===== src/rtl/pmc_params.svh =====
// Purpose: Named constants of the power mode controller
// Assumes: Included by every design file except the package and the interface
// Notes:   Definitions only
`ifndef PMC_PARAMS_SVH
`define PMC_PARAMS_SVH
`define PMC_STOP_MODE_SELECT_NORMAL  3'h0
`define PMC_STOP_MODE_SELECT_VERY_LOW_POWER_STOP    3'h2
`define PMC_STOP_MODE_SELECT_LLS     3'h3
`define PMC_STOP_MODE_SELECT_VLLS    3'h4
`define PMC_RUN_MODE_SELECT_RUN      2'h0
`define PMC_RUN_MODE_SELECT_VERY_LOW_POWER_RUN     2'h2
`define PMC_ST_RUN        7'h01
`define PMC_ST_STOP       7'h02
`define PMC_ST_VERY_LOW_POWER_RUN       7'h04
`define PMC_ST_VERY_LOW_POWER_WAIT       7'h08
`define PMC_ST_VERY_LOW_POWER_STOP       7'h10
`define PMC_ST_LLS        7'h20
`define PMC_ST_VLLS       7'h40
`define PMC_SUBMODE_RST   3'h3
`endif


===== src/rtl/pmc_pkg.sv =====
// Purpose: Types of the power mode controller
// Assumes: Nothing
// Notes:   Sequencer states and mode encoding
package pmc_pkg;
  typedef enum logic [3:0] {
    PMC_IDLE     = 4'b0000,
    PMC_MST_REQ  = 4'b0001,
    PMC_SLV_REQ  = 4'b0010,
    PMC_CLK_OFF  = 4'b0011,
    PMC_GEN_OFF  = 4'b0100,
    PMC_REG_STOP = 4'b0101,
    PMC_STOPPED  = 4'b0110,
    PMC_REG_RUN  = 4'b0111,
    PMC_GEN_ON   = 4'b1000,
    PMC_CLK_ON   = 4'b1001,
    PMC_WAITING  = 4'b1010,
    PMC_ABORT    = 4'b1011
  } pmc_seq_t;

  typedef enum logic [2:0] {
    PMC_M_RUN  = 3'b000,
    PMC_M_STOP = 3'b001,
    PMC_M_VERY_LOW_POWER_RUN = 3'b010,
    PMC_M_VERY_LOW_POWER_WAIT = 3'b011,
    PMC_M_VERY_LOW_POWER_STOP = 3'b100,
    PMC_M_LLS  = 3'b101,
    PMC_M_VLLS = 3'b110,
    PMC_M_WAIT = 3'b111
  } pmc_mode_t;
endpackage


===== src/rtl/pmc_hs_if.sv =====
// Purpose: Request and acknowledge group for stop handshakes
// Assumes: One request line per party, acknowledge per party
// Notes:   Used between the sequencer and the handshake unit
`timescale 1ns/1ps
interface pmc_hs_if #(parameter int N = 4);
  logic         req;
  logic         all_ack;
  logic [N-1:0] ack;
  logic [N-1:0] stop_req;
  modport ctl (output req, input all_ack);
  modport hs  (input req, input ack, output stop_req, output all_ack);
endinterface


===== src/rtl/pmc_top.sv =====
// Purpose: Power mode controller: mode choice and stop entry/exit sequencing
// Assumes: All inputs synchronous to i_clk_sys; acks held until request drops
// Notes:   Control and status bits are plain ports
`timescale 1ns/1ps
`include "pmc_params.svh"

module pmc_top
  import pmc_pkg::*;
#(
  parameter int N_MST = 2,
  parameter int N_SLV = 4
) (
  input  wire logic             i_clk_sys,
  input  wire logic             i_sys_rst,
  input  wire logic             i_ce,
  input  wire logic             i_allow_very_low_power,
  input  wire logic             i_allow_very_low_leakage,
  input  wire logic             i_allow_low_leakage_stop,
  input  wire logic [2:0]       i_stop_mode_select,
  input  wire logic [1:0]       i_run_mode_select,
  input  wire logic [2:0]       i_deep_stop_submode,
  input  wire logic             i_wfi,
  input  wire logic             i_deep_sleep_request,
  input  wire logic             i_irq,
  input  wire logic             i_wakeup,
  input  wire logic             i_reset_pin,
  input  wire logic             i_debugger_enabled,
  input  wire logic             i_debug_halt,
  input  wire logic [N_MST-1:0] i_mst_ack,
  input  wire logic [N_SLV-1:0] i_slv_ack,
  input  wire logic             i_gen_ack,
  input  wire logic             i_reg_ack,
  output logic [N_MST-1:0]      o_mst_stop_req,
  output logic [N_SLV-1:0]      o_slv_stop_req,
  output logic                  o_cpu_clk_en,
  output logic                  o_bus_clk_en,
  output logic                  o_stop_in_wait,
  output logic                  o_gen_en,
  output logic                  o_reg_run,
  output logic [2:0]            o_stop_submode,
  output logic                  o_stop_aborted_flag,
  output logic [6:0]            o_power_mode_status,
  output logic                  o_run_mode_clear
);
  typedef struct packed {
    pmc_seq_t  seq;
    pmc_mode_t mode;
    pmc_mode_t target;
    logic      from_run;
    logic      aborted;
    logic      cpu_clk;
    logic      bus_clk;
    logic      gen_en;
    logic      reg_run;
    logic      siw;
    logic      pend;
    logic      rmclr;
    logic [2:0] submode;
    logic [6:0] status;
  } pmc_state_t;

  pmc_state_t r;
  pmc_state_t next_r;
  pmc_mode_t  dec_target;
  logic       dec_valid;
  logic       in_vlp;
  logic       stop_event;

  pmc_hs_if #(.N(N_MST)) mst_if ();
  pmc_hs_if #(.N(N_SLV)) slv_if ();

  assign mst_if.ack = i_mst_ack;
  assign slv_if.ack = i_slv_ack;
  assign mst_if.req = r.seq == PMC_MST_REQ || r.seq == PMC_SLV_REQ;
  assign slv_if.req = r.seq == PMC_SLV_REQ;

  pmc_hs #(.N(N_MST)) u_mst (
    .i_clk_sys (i_clk_sys),
    .i_sys_rst (i_sys_rst),
    .i_ce      (i_ce),
    .hs        (mst_if.hs)
  );

  pmc_hs #(.N(N_SLV)) u_slv (
    .i_clk_sys (i_clk_sys),
    .i_sys_rst (i_sys_rst),
    .i_ce      (i_ce),
    .hs        (slv_if.hs)
  );

  assign in_vlp = r.mode == PMC_M_VERY_LOW_POWER_RUN;

  pmc_decode u_dec (
    .i_in_very_low_power_run    (in_vlp),
    .i_deep       (i_deep_sleep_request),
    .i_allow_vlp  (i_allow_very_low_power),
    .i_allow_vlls (i_allow_very_low_leakage),
    .i_allow_lls  (i_allow_low_leakage_stop),
    .i_stop_sel   (i_stop_mode_select),
    .o_target     (dec_target),
    .o_valid      (dec_valid)
  );

  // Event that ends a stop; leakage modes wake only by wakeup unit or pin
  always_comb begin
    if (r.target == PMC_M_LLS || r.target == PMC_M_VLLS) begin
      stop_event = i_wakeup || i_reset_pin;
    end else begin
      stop_event = i_irq || i_reset_pin;
    end
  end

  function automatic logic [6:0] mode_code(input pmc_mode_t m);
    case (m)
      PMC_M_RUN:  mode_code = `PMC_ST_RUN;
      PMC_M_WAIT: mode_code = `PMC_ST_RUN;
      PMC_M_STOP: mode_code = `PMC_ST_STOP;
      PMC_M_VERY_LOW_POWER_RUN: mode_code = `PMC_ST_VERY_LOW_POWER_RUN;
      PMC_M_VERY_LOW_POWER_WAIT: mode_code = `PMC_ST_VERY_LOW_POWER_WAIT;
      PMC_M_VERY_LOW_POWER_STOP: mode_code = `PMC_ST_VERY_LOW_POWER_STOP;
      PMC_M_LLS:  mode_code = `PMC_ST_LLS;
      PMC_M_VLLS: mode_code = `PMC_ST_VLLS;
      default:    mode_code = `PMC_ST_RUN;
    endcase
  endfunction

  always_comb begin
    next_r       = r;
    next_r.rmclr = 1'b0;
    case (r.seq)
      PMC_IDLE: begin
        // Run mode changes
        if (r.mode == PMC_M_RUN && i_run_mode_select == `PMC_RUN_MODE_SELECT_VERY_LOW_POWER_RUN
            && i_allow_very_low_power) begin
          next_r.mode    = PMC_M_VERY_LOW_POWER_RUN;
          next_r.reg_run = 1'b0;
        end else if (r.mode == PMC_M_VERY_LOW_POWER_RUN && i_run_mode_select == `PMC_RUN_MODE_SELECT_RUN) begin
          next_r.reg_run = 1'b1;
          next_r.pend    = 1'b1;
        end
        if (r.pend && i_reg_ack) begin
          next_r.mode  = PMC_M_RUN;
          next_r.pend  = 1'b0;
          next_r.rmclr = 1'b1;
        end
        if (i_wfi && !r.pend && dec_valid) begin
          next_r.target  = dec_target;
          next_r.cpu_clk = i_debugger_enabled;
          if (dec_target == PMC_M_WAIT || dec_target == PMC_M_VERY_LOW_POWER_WAIT) begin
            next_r.mode = dec_target;
            next_r.siw  = 1'b1;
            next_r.seq  = PMC_WAITING;
          end else begin
            next_r.from_run = r.mode == PMC_M_RUN;
            next_r.aborted  = 1'b0;
            next_r.submode  = i_deep_stop_submode;
            next_r.seq      = PMC_MST_REQ;
          end
        end
      end
      PMC_WAITING: begin
        if (i_irq || (i_debugger_enabled && i_debug_halt)) begin
          next_r.mode    = r.mode == PMC_M_VERY_LOW_POWER_WAIT ? PMC_M_VERY_LOW_POWER_RUN : PMC_M_RUN;
          next_r.cpu_clk = 1'b1;
          next_r.siw     = 1'b0;
          next_r.seq     = PMC_IDLE;
        end
      end
      PMC_MST_REQ, PMC_SLV_REQ, PMC_CLK_OFF, PMC_GEN_OFF: begin
        if (i_irq || i_reset_pin) begin
          next_r.seq = PMC_ABORT;
        end else if (r.seq == PMC_MST_REQ) begin
          if (mst_if.all_ack) next_r.seq = PMC_SLV_REQ;
        end else if (r.seq == PMC_SLV_REQ) begin
          if (slv_if.all_ack) next_r.seq = PMC_CLK_OFF;
        end else if (r.seq == PMC_CLK_OFF) begin
          next_r.bus_clk = 1'b0;
          next_r.seq     = PMC_GEN_OFF;
        end else begin
          next_r.gen_en  = 1'b0;
          next_r.reg_run = 1'b0;
          next_r.seq     = PMC_REG_STOP;
        end
      end
      PMC_ABORT: begin
        next_r.aborted = 1'b1;
        next_r.bus_clk = 1'b1;
        next_r.gen_en  = 1'b1;
        next_r.cpu_clk = 1'b1;
        next_r.mode    = PMC_M_RUN;
        next_r.reg_run = 1'b1;
        next_r.rmclr   = 1'b1;
        next_r.seq     = PMC_IDLE;
      end
      PMC_REG_STOP: begin
        if (i_reg_ack) begin
          next_r.mode = r.target;
          next_r.seq  = PMC_STOPPED;
        end
      end
      PMC_STOPPED: begin
        if (stop_event || (i_debugger_enabled && i_debug_halt
            && (r.target == PMC_M_STOP || r.target == PMC_M_VERY_LOW_POWER_STOP))) begin
          next_r.reg_run = !(r.target == PMC_M_VERY_LOW_POWER_STOP && !r.from_run && !i_reset_pin);
          next_r.pend    = i_reset_pin || r.from_run || r.target != PMC_M_VERY_LOW_POWER_STOP;
          next_r.seq     = PMC_REG_RUN;
        end
      end
      PMC_REG_RUN: begin
        if (i_reg_ack || !r.reg_run) begin
          next_r.gen_en = 1'b1;
          next_r.seq    = PMC_GEN_ON;
        end
      end
      PMC_GEN_ON: begin
        if (i_gen_ack) begin
          next_r.bus_clk = 1'b1;
          next_r.seq     = PMC_CLK_ON;
        end
      end
      PMC_CLK_ON: begin
        next_r.cpu_clk = 1'b1;
        next_r.mode    = r.pend ? PMC_M_RUN : PMC_M_VERY_LOW_POWER_RUN;
        next_r.rmclr   = r.pend;
        next_r.pend    = 1'b0;
        next_r.seq     = PMC_IDLE;
      end
      default: begin
        next_r.seq = PMC_IDLE;
      end
    endcase
    next_r.status = mode_code(next_r.mode);
    if (i_debugger_enabled && (next_r.mode == PMC_M_STOP || next_r.mode == PMC_M_VERY_LOW_POWER_STOP)) begin
      next_r.status = r.status;
    end
  end

  always_ff @(posedge i_clk_sys) begin
    if (i_sys_rst) begin
      r         <= '0;
      r.seq     <= PMC_IDLE;
      r.mode    <= PMC_M_RUN;
      r.target  <= PMC_M_RUN;
      r.cpu_clk <= 1'b1;
      r.bus_clk <= 1'b1;
      r.gen_en  <= 1'b1;
      r.reg_run <= 1'b1;
      r.submode <= `PMC_SUBMODE_RST;
      r.status  <= `PMC_ST_RUN;
    end else if (i_ce) begin
      r <= next_r;
    end
  end

  assign o_mst_stop_req      = mst_if.stop_req;
  assign o_slv_stop_req      = slv_if.stop_req;
  assign o_cpu_clk_en        = r.cpu_clk;
  assign o_bus_clk_en        = r.bus_clk;
  assign o_stop_in_wait      = r.siw;
  assign o_gen_en            = r.gen_en;
  assign o_reg_run           = r.reg_run;
  assign o_stop_submode      = r.submode;
  assign o_stop_aborted_flag = r.aborted;
  assign o_power_mode_status = r.status;
  assign o_run_mode_clear    = r.rmclr;
endmodule // pmc_top


===== src/rtl/pmc_hs.sv =====
// Purpose: Holds stop requests to a group of parties and gathers acks
// Assumes: Acknowledges are synchronous to the clock
// Notes:   Requests follow the group request one clock later, with or without acks
`timescale 1ns/1ps
`include "pmc_params.svh"
module pmc_hs
  import pmc_pkg::*;
#(
  parameter int N = 4
) (
  input  wire logic i_clk_sys,
  input  wire logic i_sys_rst,
  input  wire logic i_ce,
  pmc_hs_if.hs      hs
);
  typedef struct packed {
    logic [N-1:0] stop_req;
  } pmc_hs_state_t;

  pmc_hs_state_t r;
  pmc_hs_state_t next_r;

  always_comb begin
    next_r = r;
    next_r.stop_req = hs.req ? {N{1'b1}} : {N{1'b0}};
  end

  always_ff @(posedge i_clk_sys) begin
    if (i_sys_rst) begin
      r <= '0;
    end else if (i_ce) begin
      r <= next_r;
    end
  end

  assign hs.stop_req = r.stop_req;
  assign hs.all_ack  = r.stop_req == {N{1'b1}} && (&hs.ack);
endmodule // pmc_hs


===== src/rtl/pmc_decode.sv =====
// Purpose: Picks the target low-power mode for a sleep request
// Assumes: Inputs are stable while the request is decoded
// Notes:   Pure combinational decode
`timescale 1ns/1ps
`include "pmc_params.svh"
module pmc_decode
  import pmc_pkg::*;
(
  input  wire logic       i_in_very_low_power_run,
  input  wire logic       i_deep,
  input  wire logic       i_allow_vlp,
  input  wire logic       i_allow_vlls,
  input  wire logic       i_allow_lls,
  input  wire logic [2:0] i_stop_sel,
  output pmc_mode_t       o_target,
  output logic            o_valid
);
  always_comb begin
    o_target = PMC_M_RUN;
    o_valid  = 1'b1;
    if (!i_deep) begin
      o_target = i_in_very_low_power_run ? PMC_M_VERY_LOW_POWER_WAIT : PMC_M_WAIT;
    end else begin
      case (i_stop_sel)
        `PMC_STOP_MODE_SELECT_NORMAL: begin
          o_target = i_in_very_low_power_run ? PMC_M_VERY_LOW_POWER_STOP : PMC_M_STOP;
        end
        `PMC_STOP_MODE_SELECT_VERY_LOW_POWER_STOP: begin
          if (i_in_very_low_power_run || i_allow_vlp) begin
            o_target = PMC_M_VERY_LOW_POWER_STOP;
          end else begin
            o_valid = 1'b0;
          end
        end
        `PMC_STOP_MODE_SELECT_LLS: begin
          o_target = PMC_M_LLS;
          o_valid  = i_allow_lls;
        end
        `PMC_STOP_MODE_SELECT_VLLS: begin
          o_target = PMC_M_VLLS;
          o_valid  = i_allow_vlls;
        end
        default: begin
          o_valid = 1'b0;
        end
      endcase
    end
  end
endmodule // pmc_decode


===== config.mk =====
export PLATFORM = sky130hd
export DESIGN_NAME = pmc_top
export DESIGN_NICKNAME = d
export VERILOG_FILES = /design/src/rtl/pmc_pkg.sv /design/src/rtl/pmc_hs_if.sv /design/src/rtl/pmc_top.sv /design/src/rtl/pmc_hs.sv /design/src/rtl/pmc_decode.sv
export VERILOG_INCLUDE_DIRS = /design/src /design/src/rtl
export SDC_FILE = /design/constraint.sdc
export NUM_CORES = 1
export LEC_CHECK = 0
export BUFFER_PORTS_ARGS = -buffer_cell sky130_fd_sc_hd__buf_4
export CAP_MARGIN = 20
export CORE_MARGIN = 5
export CORE_UTILIZATION = 45
export DETAILED_ROUTE_END_ITERATION = 8
export GPL_TIMING_DRIVEN = 0
export PLACE_DENSITY = 0.67
export SLEW_MARGIN = 10
export SYNTH_ARGS = -nofsm -noshare
export SYNTH_HDL_FRONTEND = slang
export SYNTH_SLANG_ARGS = --single-unit

===== constraint.sdc =====
create_clock -name i_clk_sys -period 2.6 [get_ports i_clk_sys]
set_input_delay 0.52 -clock i_clk_sys [delete_from_list [all_inputs] [get_ports i_clk_sys]]
set_output_delay 0.52 -clock i_clk_sys [all_outputs]
set_load 0.02 [all_outputs]

# Word-level counts from Yosys, hierarchy flattened

Memory sizes are Yosys's and may differ from the RTL's. A register that Yosys moved wholly into a read port is not among the register bits.
Cells that the tools add are included.
Widths: inputs -> output; s select.

Logic and storage cells: 178
Memories: 1
Input port bits: 29
Bits in read-only memories: 56
Register bits after elaboration: 28

Memory list:

| memory           | depth | width | read ports | clocked after memory_dff | wr ports | RTL line       | text |
|---|---|---|---|---|---|---|---|
| (name not given) | 8     | 7     | 1          | 1                        | 0        | pmc_top.sv:114 | `case (m)` |

Equality and inequality tests: 46
Muxes and demuxes: 57
Reduce and logical (&&, ||, !) cells: 57
Bitwise operators: 2

Operators by type and width:

| operator           | count |
|---|---|
| $mux 4             | 10 |
| $mux 3             | 10 |
| $pmux 4 s7         | 1 |
| $ne 2x2->1 const B | 13 |
| $eq 4x4->1 const B | 5 |
| $eq 3x3->1 const B | 6 |
| $eq 4x3->1 const B | 4 |
| $mux 1             | 16 |
| $reduce_and 4->1   | 4 |
| $eq 3x2->1 const B | 5 |
| $pmux 1 s3         | 5 |
| $pmux 3 s5         | 1 |
| $mux 7             | 2 |
| $reduce_and 7->1   | 2 |
| $logic_and 1x1->1  | 13 |
| $logic_or 1x1->1   | 13 |
| $mux 13            | 1 |
| $mux 2             | 6 |
| $ne 3x3->1 const B | 4 |
| $pmux 3 s4         | 1 |
| $reduce_bool 3->1  | 4 |
| $reduce_and 5->1   | 2 |
| $reduce_and 9->1   | 1 |
| $eq 4x2->1 const B | 2 |
| 19 further kinds   | 31 |

# Logic depth before layout (Yosys ltp)

Gate-level depths: netlist (run 1).

Depth in word-level cells: 15
Gate-level depth with buffers: 9
Gate-level depth less buffers: 7

# By module

Synthesis (run 1) repeated with hierarchy kept, for this count alone.

Cell total of the unflattened synthesis: 310
Area total of the unflattened synthesis: 2348.5 um^2

By module, submodules not included:

| module          | cells an instance | instances | area an instance (um^2) |
|---|---|---|---|
| pmc_top         | 279               | 1         | 2123.3 |
| pmc_decode      | 17                | 1         | 108.9 |
| pmc_hs at u_slv | 9                 | 1         | 68.8 |
| pmc_hs at u_mst | 5                 | 1         | 47.5 |

# Worst setup path after synthesis (run 1)

No wires, ideal clock.

Path type: input-to-reg
From: input port i_debugger_enabled
To: register, netlist name o_power_mode_status[0]
Required time: 2.478 ns
Path buffers: 1
Cell stages on the path: 8
Setup slack: 0.349 ns
Data arrival time: 2.130 ns
Library setup time: 0.122 ns
Cells stage by stage: clkbuf_1 -> a21o_1 -> o21a_1 -> o32ai_2 -> a221oi_4 -> nor2_1 -> mux2_2 -> a221o_1

Cells in the longest elaborated chain, start to end: 9
Elaborated cells between the ends (all ways): 10
Those cells by class: eq/ne: 2; mux: 2; bitwise: 1; reduce/logical: 5

RTL lines:

| element                                         | RTL line       | text |
|---|---|---|
| start, declared                                 | pmc_top.sv:27  | `input wire logic i_debugger_enabled,` |
| $logic_and 1x1->1                               | pmc_top.sv:162 | `if (i_irq \|\| (i_debugger_enabled && i_debug_halt)) begin` |
| $logic_or 1x1->1                                | pmc_top.sv:162 |  |
| $mux 7                                          | pmc_top.sv:162 |  |
| $pmux 3 s5                                      | pmc_top.sv:130 | `case (r.seq)` |
| $eq 3x1->1 / $eq 3x3->1 (equally long branches) | pmc_top.sv:233 | `if (i_debugger_enabled && (next_r.mode == PMC_M_STOP \|\| next_r.mode == PMC_M_VERY_LOW_POWER_STOP)) begin` |
| $logic_or 1x1->1                                | pmc_top.sv:233 |  |
| $logic_and 1x1->1                               | pmc_top.sv:233 |  |
| $not 1->1 (no source line)                      | n/a            |  |
| $reduce_and 2->1 (no source line)               | n/a            |  |

Parallel ways exist; a longest one is shown, timed or not. The select of a mux whose other input is x is not followed.
A chain may end at the register's enable or synchronous reset.

# Worst setup path in the final report (run 1)

From: register r[24] in the netlist's numbering
To: register r[25] in the netlist's numbering

Cells in the longest elaborated chain, start to end: 10
Elaborated cells between the ends (all ways): 19
Those cells by class: eq/ne: 4; mux: 11; reduce/logical: 4

RTL lines:

| element                                         | RTL line         | text |
|---|---|---|
| start, declared                                 | pmc_top.sv:62    | `pmc_state_t r;` |
| start signal, assigned                          | pmc_top.sv:251   | `r <= next_r;` |
| $eq 3x2->1 (*)                                  | pmc_top.sv:91    | `assign in_vlp = r.mode == PMC_M_VERY_LOW_POWER_RUN;` |
| $logic_or 1x1->1                                | pmc_decode.sv:29 | `if (i_in_very_low_power_run \|\| i_allow_vlp) begin` |
| $mux 3                                          | pmc_decode.sv:29 |  |
| $pmux 3 s4                                      | pmc_decode.sv:24 | `case (i_stop_sel)` |
| $mux 3                                          | pmc_decode.sv:21 | `if (!i_deep) begin` |
| $eq 3x3->1 / $eq 3x2->1 (equally long branches) | pmc_top.sv:149   | `if (dec_target == PMC_M_WAIT \|\| dec_target == PMC_M_VERY_LOW_POWER_WAIT) begin` |
| $logic_or 1x1->1                                | pmc_top.sv:149   |  |
| $mux 4                                          | pmc_top.sv:149   |  |
| $mux 13                                         | pmc_top.sv:146   | `if (i_wfi && !r.pend && dec_valid) begin` |
| $pmux 4 s7                                      | pmc_top.sv:130   |  |

Mark *: on every way between the ends. The rest lies on a longest branch, timed or not. The select of a mux whose other input is x is not followed.

==> results of run 1 <==
-- stage by stage --
stage	instances	total power, mW	setup WS, ns
after floorplan	320	1.05	0.349
after global placement	439	1.24	0.0474
after detailed placement	439	1.24	0.0727
after CTS	446	1.63	0.0764
after global routing	446	1.74	0.0294
final	446	1.64	0.128
-- cell families (layout without fill, tap and decap cells) --
logic type,count (synthesis),after routing
buffers and inverters,45,101
AO/OA/AOI/OAI,98,98
flip-flops,31,31
XOR/XNOR,5,5
AND/OR/NAND/NOR,133,133
multiplexers,8,8
-- registers in the layout (all words and copies together), names as in the netlist --
signal               cells
o_stop_in_wait           1
o_reg_run                1
o_cpu_clk_en             1
r                       12
o_stop_submode           3
u_mst.hs.stop_req        1
o_run_mode_clear         1
o_power_mode_status      7
u_slv.hs.stop_req        1
o_bus_clk_en             1
o_gen_en                 1
o_stop_aborted_flag      1
-- tightest hold or removal path: stages (launching register included) --
cell	delay (ns)
dfxtp_1	0.31
nand2_1	0.05
a21oi_1	0.05
-- Yosys cell counts (all sizes together) (4+ instances only) --
cell	n	area, sq um
or2	5	33.8
nand3	13	65.1
buf	24	158
a31oi	7	43.8
nand2b	4	25.0
o211ai	4	30.0
and3	4	25.0
or4	4	30.0
dfxtp	31	621
nor2	32	120
mux2i	7	70.1
nor3	5	25.0
a22oi	4	35.0
nor2b	6	40.0
inv	8	30.0
nand2	44	173
a21oi	20	104
clkbuf	12	45.0
a211oi	6	45.0
o21ai	21	109
-- layout make-up --
cell class	count	area share, %
Tap cell	70	3.01
Inverter	9	1.16
Clock buffer	6	2.84
Timing Repair Buffer	49	12.7
Multi-Input combinational cell	244	51.8
Clock inverter	1	0.172
Buffer	36	7.01
Sequential cell	31	21.3
-- power by group --
part           switching, mW  internal (mW)  total [mW]
combinational          0.400          0.290       0.689
sequential            0.0425          0.518       0.560
clock                  0.179          0.207       0.386
-- routing by layer --
layer | wire length [microns] | share of wire [%] | up-vias | global-route usage, %
met2 | 3020 | 43 | 119 | 31.5
met3 | 615 | 8.7 | 19 | 6.18
met5 | 0 | 0 | - | 0
li1 | - | - | 1276 | -
met4 | 179 | 2.5 | 0 | 9.30
met1 | 3270 | 46 | 1168 | 30.2
-- path summary, 6_finish.rpt --
| kind | end | depth (start not counted) |
|---|---|---|
| max | r[25] | 8 |
| min | o_stop_submode[2] | 2 |
| max reg2reg | r[25] | 8 |
| min reg2reg | o_stop_submode[2] | 2 |
==> flow_summary.json, run 1 <==
{
  "setup_violations": 0,
  "status": "completed",
  "globalplace.congestion": 0.971,
  "die_x_microns": 82.4,
  "clkSinkCount": 31,
  "hold_start": "o_stop_submode[2]",
  "fin_crit_sh_pct": 95.1,
  "async_flop_share_pct": 0,
  "die_area_sq_um": 6790,
  "hold_path.class": "flop to flop",
  "mostFrequentLayoutCells": "buf_4 (65), nand2_1 (43), nor2_1 (32)",
  "ctsHoldBuffers": 0,
  "synth_xor_area_share_pct": 1.86,
  "drc": 0,
  "cp_max_fo": 7,
  "grt_pass1_vias": 2254,
  "end_kind": "flop",
  "final_util_pct": 56.9,
  "ant_nets": 0,
  "grt_max_degree": 11,
  "grt_antenna_before_repair": 0,
  "cts_max_path_buffers": 2,
  "fill_cells": 490,
  "start_util_pct": 46.2,
  "drtIter0Drc": 173,
  "postCtsSetupBuffers": 0,
  "chipHeight_microns": 82.4,
  "cts-buffers-inserted": 5,
  "final_nets": 405,
  "syn_area_sq_um": 2360,
  "maxSlewViolCount": 0,
  "maxCapViolCount": 0,
  "reg2reg_from": "r[24]",
  "synth_top_family_by_area": "compound AO/OA/AOI/OAI gates",
  "synth_mux_area_share_pct": 3.45,
  "design_area_sq_um": 2910,
  "arrival_ns": 2.65,
  "drt-pass1-iter-count": 5,
  "worstMarginPinSlew_ns": 0.575,
  "drive_above_1_share_pct": 24.2,
  "fin_worst_skew_ns": 0.00816,
  "synth-simple-area-share_pct": 28.2,
  "multi_input_area_sq_um": 1510,
  "tns_ns": 0,
  "startpoint_type": "flop",
  "slowest_stage": "a41oi_1",
  "vias": 2582,
  "worstPathRequired_ns": 2.78,
  "n_antenna_cell": 0,
  "yosysSeqAreaShare_pct": 26.3,
  "drt-total-wl_microns": 7090,
  "core_area_sq_um": 5110,
  "synth_edf_count": 0,
  "rsz0062_at_grt": "false",
  "holdWs_ns": 0.456,
  "cp_top_family": "compound AO/OA/AOI/OAI gates",
  "crit_start": "r[24]",
  "ys_warn_count": 0,
  "cts_resized": 0,
  "clockRootBuffer": "clkbuf_8",
  "synth_cells": 320,
  "ir_worst_vdd_mv": 0.229,
  "final_common_cell": "buf_4",
  "ys_ff_latch": 31,
  "track_usage_pct": 21.9,
  "grt_pass1_wl_microns": 11200,
  "synth-main-ff-cell": "dfxtp_1",
  "clk_pin_slew_ns": 0.07,
  "r2r_slack_ns": 0.13,
  "fin_crit_ns": 2.47,
  "rows": 26,
  "placed_area_sq_um": 2810,
  "seqCellArea_sq_um": 621,
  "area_delta_synth_final_pct": 23.4,
  "cp_cell_sequence": "nor3b_4, o21ai_1, a41oi_1, a2bb2oi_1, and4_1, buf_2, o31ai_1, o221a_1",
  "synth.distinct_cells": 69,
  "grt_overflow": 0,
  "synthAdderAreaFrac_pct": 0,
  "cpPeakStageDelay_ns": 0.45,
  "worstSetupPathType": "flop to flop",
  "synth.net_count": 349,
  "port_buffers": 49,
  "slew_headroom_pct": 61.7,
  "drt-vias-per-instance": 5.79,
  "p_per_area_nw_per_um2": 563,
  "htreeDepth": 2,
  "boundaryPins": 52,
  "hpwl_microns": 5330,
  "cp.buffers_inverters": 1,
  "synth_compound_area_share_pct": 30.1,
  "clock_latency_ns": 0.29,
  "cts_tree": "built",
  "clock.fmax_mhz": 404,
  "power_leakage_nw": 1.19,
  "wl_per_cell_microns": 15.9,
  "synth_area_per_cell_sq_um": 7.37,
  "hold_violations": 0
}
Power figures use the tool's default switching activity.
==> run 2: changes to the inputs <==
Clock period 2.6 ns to 2.5 ns, I/O delays scaled along.
==> run 2 against run 1 <==
Effect of this change: clock-buffer cell count unchanged; critical path depth unchanged; first-iteration DRC count up 5.2%; worst hold slack worse by 0.017 ns.
==> flow_summary.json, run 2 (synthesized netlist as in run 1, its figures left out) <==
{
  "drt-vias-per-instance": 5.82,
  "status": "completed",
  "cts_tree": "built",
  "worstSetupPathType": "flop to flop",
  "cts-buffers-inserted": 5,
  "rows": 26,
  "dpl.cell_count": 439,
  "hold_path.class": "input port to flop",
  "vias": 2607,
  "seqCellArea_sq_um": 621,
  "rsz0062_at_grt": "false",
  "maxSlewViolCount": 0,
  "cts_max_path_buffers": 2,
  "power_leakage_nw": 1.20,
  "r2r_slack_ns": 0.11,
  "grt_pass1_vias": 2254,
  "grt_pass1_wl_microns": 11200,
  "core_area_sq_um": 5110,
  "boundaryPins": 52,
  "grt_antenna_before_repair": 0,
  "cp_max_fo": 7,
  "ant_nets": 0,
  "largest_reg_flops": 12,
  "maxCapViolCount": 0,
  "arrival_ns": 2.60,
  "clkSinkCount": 31,
  "hold_violations": 0,
  "top_register": "r",
  "grt_overflow": 0,
  "drive_above_1_share_pct": 25.1,
  "globalplace.congestion": 0.971,
  "track_usage_pct": 21.9,
  "design_area_sq_um": 2940,
  "drtIter0Drc": 182,
  "clk_pin_slew_ns": 0.07,
  "ir_worst_vdd_mv": 0.239,
  "multi_input_area_sq_um": 1520,
  "end_kind": "flop",
  "setup_violations": 0,
  "drt-total-wl_microns": 7150,
  "mostFrequentLayoutCells": "buf_4 (67), nand2_1 (43), nor2_1 (32)",
  "grt_max_degree": 11,
  "die_area_sq_um": 6790,
  "placed_area_sq_um": 2810,
  "area_delta_synth_final_pct": 24.5,
  "n_antenna_cell": 0,
  "reg2regPathDepth": 8,
  "final_common_cell": "buf_4",
  "reg2reg_from": "r[25]",
  "final_nets": 407,
  "fin_crit_sh_pct": 95.5,
  "holdWs_ns": 0.439,
  "fin_worst_skew_ns": 0.00927,
  "hold_start": "i_deep_stop_submode[1]",
  "port_buffers": 49,
  "clock_latency_ns": 0.29,
  "start_util_pct": 46.2,
  "worstMarginPinSlew_ns": 0.557,
  "worstPathRequired_ns": 2.71,
  "tns_ns": 0,
  "fin_cells": 448,
  "holdPathEnd": "o_stop_submode[1]",
  "p_per_area_nw_per_um2": 587,
  "worst_r2r_endpoint": "o_power_mode_status[4]",
  "ctsHoldBuffers": 0,
  "hpwl_microns": 5330,
  "startpoint_type": "flop",
  "clock.fmax_mhz": 419,
  "htreeDepth": 2,
  "pre_cts_ws_ns": -0.0139,
  "chipHeight_microns": 82.4,
  "fin_crit_ns": 2.39,
  "drt-pass1-iter-count": 5,
  "clockRootBuffer": "clkbuf_8",
  "die_x_microns": 82.4,
  "fill_cells": 489,
  "wl_per_cell_microns": 15.9,
  "drc": 0,
  "worstHoldPathCells": 3,
  "setup_slack_ns": 0.113,
  "slew_headroom_pct": 62.9
}
-- run 2: cell count changes in the layout (fill, tap and decap cells not counted), sizes merged --
| cell | delta |
|---|---|
| buf | +2 |
-- run 2: through the flow --
step                      total power [mW]  util, %
final                                 1.72     57.5
after global routing                  1.82     57.5
after CTS                             1.70     56.9
after detailed placement              1.29     55.1
after global placement                1.29     55.1
after floorplan                       1.09        -
-- run 2: worst max path at each step --
stage,from,cells after the start,to,slack (ns)
6_report,r[25],8,o_power_mode_status[4],0.11
5_1_grt,r[28],8,o_power_mode_status[0],0.01
4_1_cts,r[24],8,r[25],0.06
3_5_place_dp,r[24],8,r[25],-0.01
3_3_place_gp,r[24],8,r[25],-0.05
2_1_floorplan,i_debugger_enabled,8,o_power_mode_status[0],0.27
-- run 2: layout make-up --
cell class | count | area share, %
tap | 70 | 2.98
sequential | 31 | 21.1
timing repair buffer | 51 | 13.0
multi-input combinational | 244 | 51.7
buffer | 36 | 6.95
inverter | 9 | 1.15
clock inverter | 1 | 0.171
clock buffer | 6 | 2.81
-- run 2: power breakdown --
part	switching [mW]	leakage (nW)	internal, mW	total (mW)
Sequential	0.0447	0.253	0.539	0.583
Combinational	0.421	0.904	0.312	0.733
Clock	0.189	0.0470	0.216	0.405
Total	0.655	1.20	1.07	1.72
-- run 2: repair_timing --
action,4_1_cts,5_1_grt
endpoints found under the setup margin,1,7
setup buffers,0,2
pin swaps,0,1
resized for setup,1,4
-- run 2: layer usage --
metal  up-vias  GRT usage (%)  share of wire, %
li1       1276              -                 -
met1      1198           30.2                45
met2       119           31.5                43
met3        14           6.18               9.5
met4         0           9.30               2.0
met5         -              0                 0
-- run 2: critical path: stages (launching register included) --
cell and delay [ns]:
dfxtp_1 0.36, nor2b_1 0.30, and3_1 0.20, buf_4 0.15
o32ai_2 0.13, a221oi_4 0.45, nand2_4 0.09, or4_1 0.42
a31oi_1 0.20
==> run 3: changes to the inputs <==
Settings changed: PLACE_DENSITY 0.67 to 0.73.
==> run 3 against run 2 <==
Effect of this change: clock skew increased by 0.00074 ns; power decreased by 0.37%; combinational power about the same; cell count unchanged; first-iteration DRC count increased by 3.3%; clock-buffer cell count unchanged; critical path type unchanged.
==> flow_summary.json, run 3 (synthesized netlist as in run 1, its figures left out) <==
{
  "seqPwrFrac_pct": 34.0,
  "cp_max_fo": 10,
  "grt_pass1_wl_microns": 11500,
  "combinationalPowerShare_pct": 42.8,
  "hold_path.class": "input port to flop",
  "clock_latency_ns": 0.29,
  "drive_above_1_share_pct": 24.9,
  "fin_crit_ns": 2.40,
  "ir_worst_vdd_mv": 0.217,
  "ant_nets": 0,
  "end_kind": "flop",
  "cts-buffers-inserted": 5,
  "slew_headroom_pct": 60.5,
  "clk_pin_slew_ns": 0.07,
  "largest_reg_flops": 12,
  "fin_cells": 448,
  "final_nets": 407,
  "maxCapViolCount": 0,
  "htreeDepth": 2,
  "fin_crit_sh_pct": 95.9,
  "setup_violations": 0,
  "cts_max_path_buffers": 2,
  "clockRootBuffer": "clkbuf_8",
  "n_antenna_cell": 0,
  "worstHoldPathCells": 3,
  "endpoint": "o_power_mode_status[0]",
  "die_area_sq_um": 6790,
  "drt-pass1-iter-count": 5,
  "p_per_area_nw_per_um2": 585,
  "worstPathRequired_ns": 2.67,
  "drc": 0,
  "r2r_slack_ns": 0.10,
  "maxSlewViolCount": 0,
  "cts_tree": "built",
  "mostFrequentLayoutCells": "buf_4 (67), nand2_1 (43), nor2_1 (32)",
  "rsz0062_at_grt": "true",
  "drtIter0Drc": 188,
  "dpl.cell_count": 439,
  "chipHeight_microns": 82.4,
  "start_util_pct": 46.2,
  "setup_slack_ns": 0.103,
  "drt-total-wl_microns": 7090,
  "die_x_microns": 82.4,
  "grt_antenna_before_repair": 0,
  "hpwl_microns": 5350,
  "pre_cts_ws_ns": -0.00727,
  "worstMarginPinSlew_ns": 0.593,
  "globalplace.congestion": 0.961,
  "final_util_pct": 57.4,
  "worst_r2r_endpoint": "o_power_mode_status[0]",
  "clkSinkCount": 31,
  "core_area_sq_um": 5110,
  "area_delta_synth_final_pct": 24.3,
  "rows": 26,
  "p_sw_share_pct": 37.8,
  "status": "completed",
  "final_common_cell": "buf_4",
  "track_usage_pct": 21.9,
  "boundaryPins": 52,
  "clock.fmax_mhz": 417,
  "crit_start": "r[28]",
  "startpoint_type": "flop",
  "power_leakage_nw": 1.20,
  "grt_pass1_vias": 2324,
  "grt_max_degree": 11,
  "p_int_mw": 1.07,
  "clkPwrFrac_pct": 23.2,
  "reg2regPathDepth": 8,
  "drt-vias-per-instance": 5.87,
  "fin_worst_skew_ns": 0.0100,
  "arrival_ns": 2.57,
  "wl_per_cell_microns": 15.8,
  "worstSetupPathType": "flop to flop",
  "p_sw_uw": 649,
  "reg2reg_from": "r[28]",
  "top_register": "r",
  "hold_violations": 0,
  "grt_overflow": 0,
  "port_buffers": 49,
  "vias": 2629
}
-- run 3: changes by cell type in the layout (fill, tap and decap cells not counted) --
cell / delta
nor3_1: +1
nor3_2: -1
-- run 3: layout make-up --
type                       instances  area, sq um
multi-input combinational        244         1510
buffer                            36          204
fill                             506         2180
clock inverter                     1         5.00
inverter                           9         33.8
sequential                        31          621
timing repair buffer              51          383
tap                               70         87.6
clock buffer                       6         82.6
-- run 3: metrics by stage --
step           TNS [ns]  power (mW)  hold slack, ns  cell area (sq um)
3_3_place_gp          0        1.29           0.449               2810
3_5_place_dp   -0.00727        1.30           0.451               2810
4_1_cts               0        1.70           0.438               2900
6_report              0        1.72           0.442               2930
2_1_floorplan         0        1.09           0.437               2360
5_1_grt         -0.0214        1.82           0.463               2930
-- run 3: worst max-delay path: stages, from the launching register on --
cell      delay [ns]
dfxtp_1         0.36
buf_4           0.19
inv_2           0.10
nor2_1          0.33
o32ai_2         0.19
a221oi_4        0.44
nor2_1          0.12
mux2_2          0.28
a221o_1         0.28
-- run 3: repair_timing --
item / in CTS / in global routing
setup buffers: 0 / 2
resized for setup: 0 / 4
hold buffers: 0 / 0
endpoints found under the setup margin: 0 / 9
-- run 3: how the worst min path moves through the flow --
stage | from | endpoint | slack [ns]
after detailed placement | o_stop_submode[2] | o_stop_submode[2] | 0.45
after global routing | i_deep_stop_submode[1] | o_stop_submode[1] | 0.46
final | i_deep_stop_submode[1] | o_stop_submode[1] | 0.44
after CTS | i_deep_stop_submode[1] | o_stop_submode[1] | 0.44
after global placement | o_stop_submode[2] | o_stop_submode[2] | 0.45
after floorplan | o_stop_submode[2] | o_stop_submode[2] | 0.44
-- run 3: power by group through the flow --
stage | combinational (mW) | clock, mW | sequential (mW)
6_report | 0.735 | 0.398 | 0.583
5_1_grt | 0.799 | 0.428 | 0.590
4_1_cts | 0.709 | 0.408 | 0.582
3_5_place_dp | 0.705 | 0 | 0.593
3_3_place_gp | 0.699 | 0 | 0.591
2_1_floorplan | 0.490 | 0 | 0.598
-- run 3: layer usage --
| layer | GRT usage [%] | wire length [microns] |
|---|---|---|
| met1 | 30.0 | 3200 |
| met5 | 0 | 0 |
| met4 | 7.97 | 206 |
| met2 | 34.0 | 3150 |
| met3 | 3.90 | 536 |
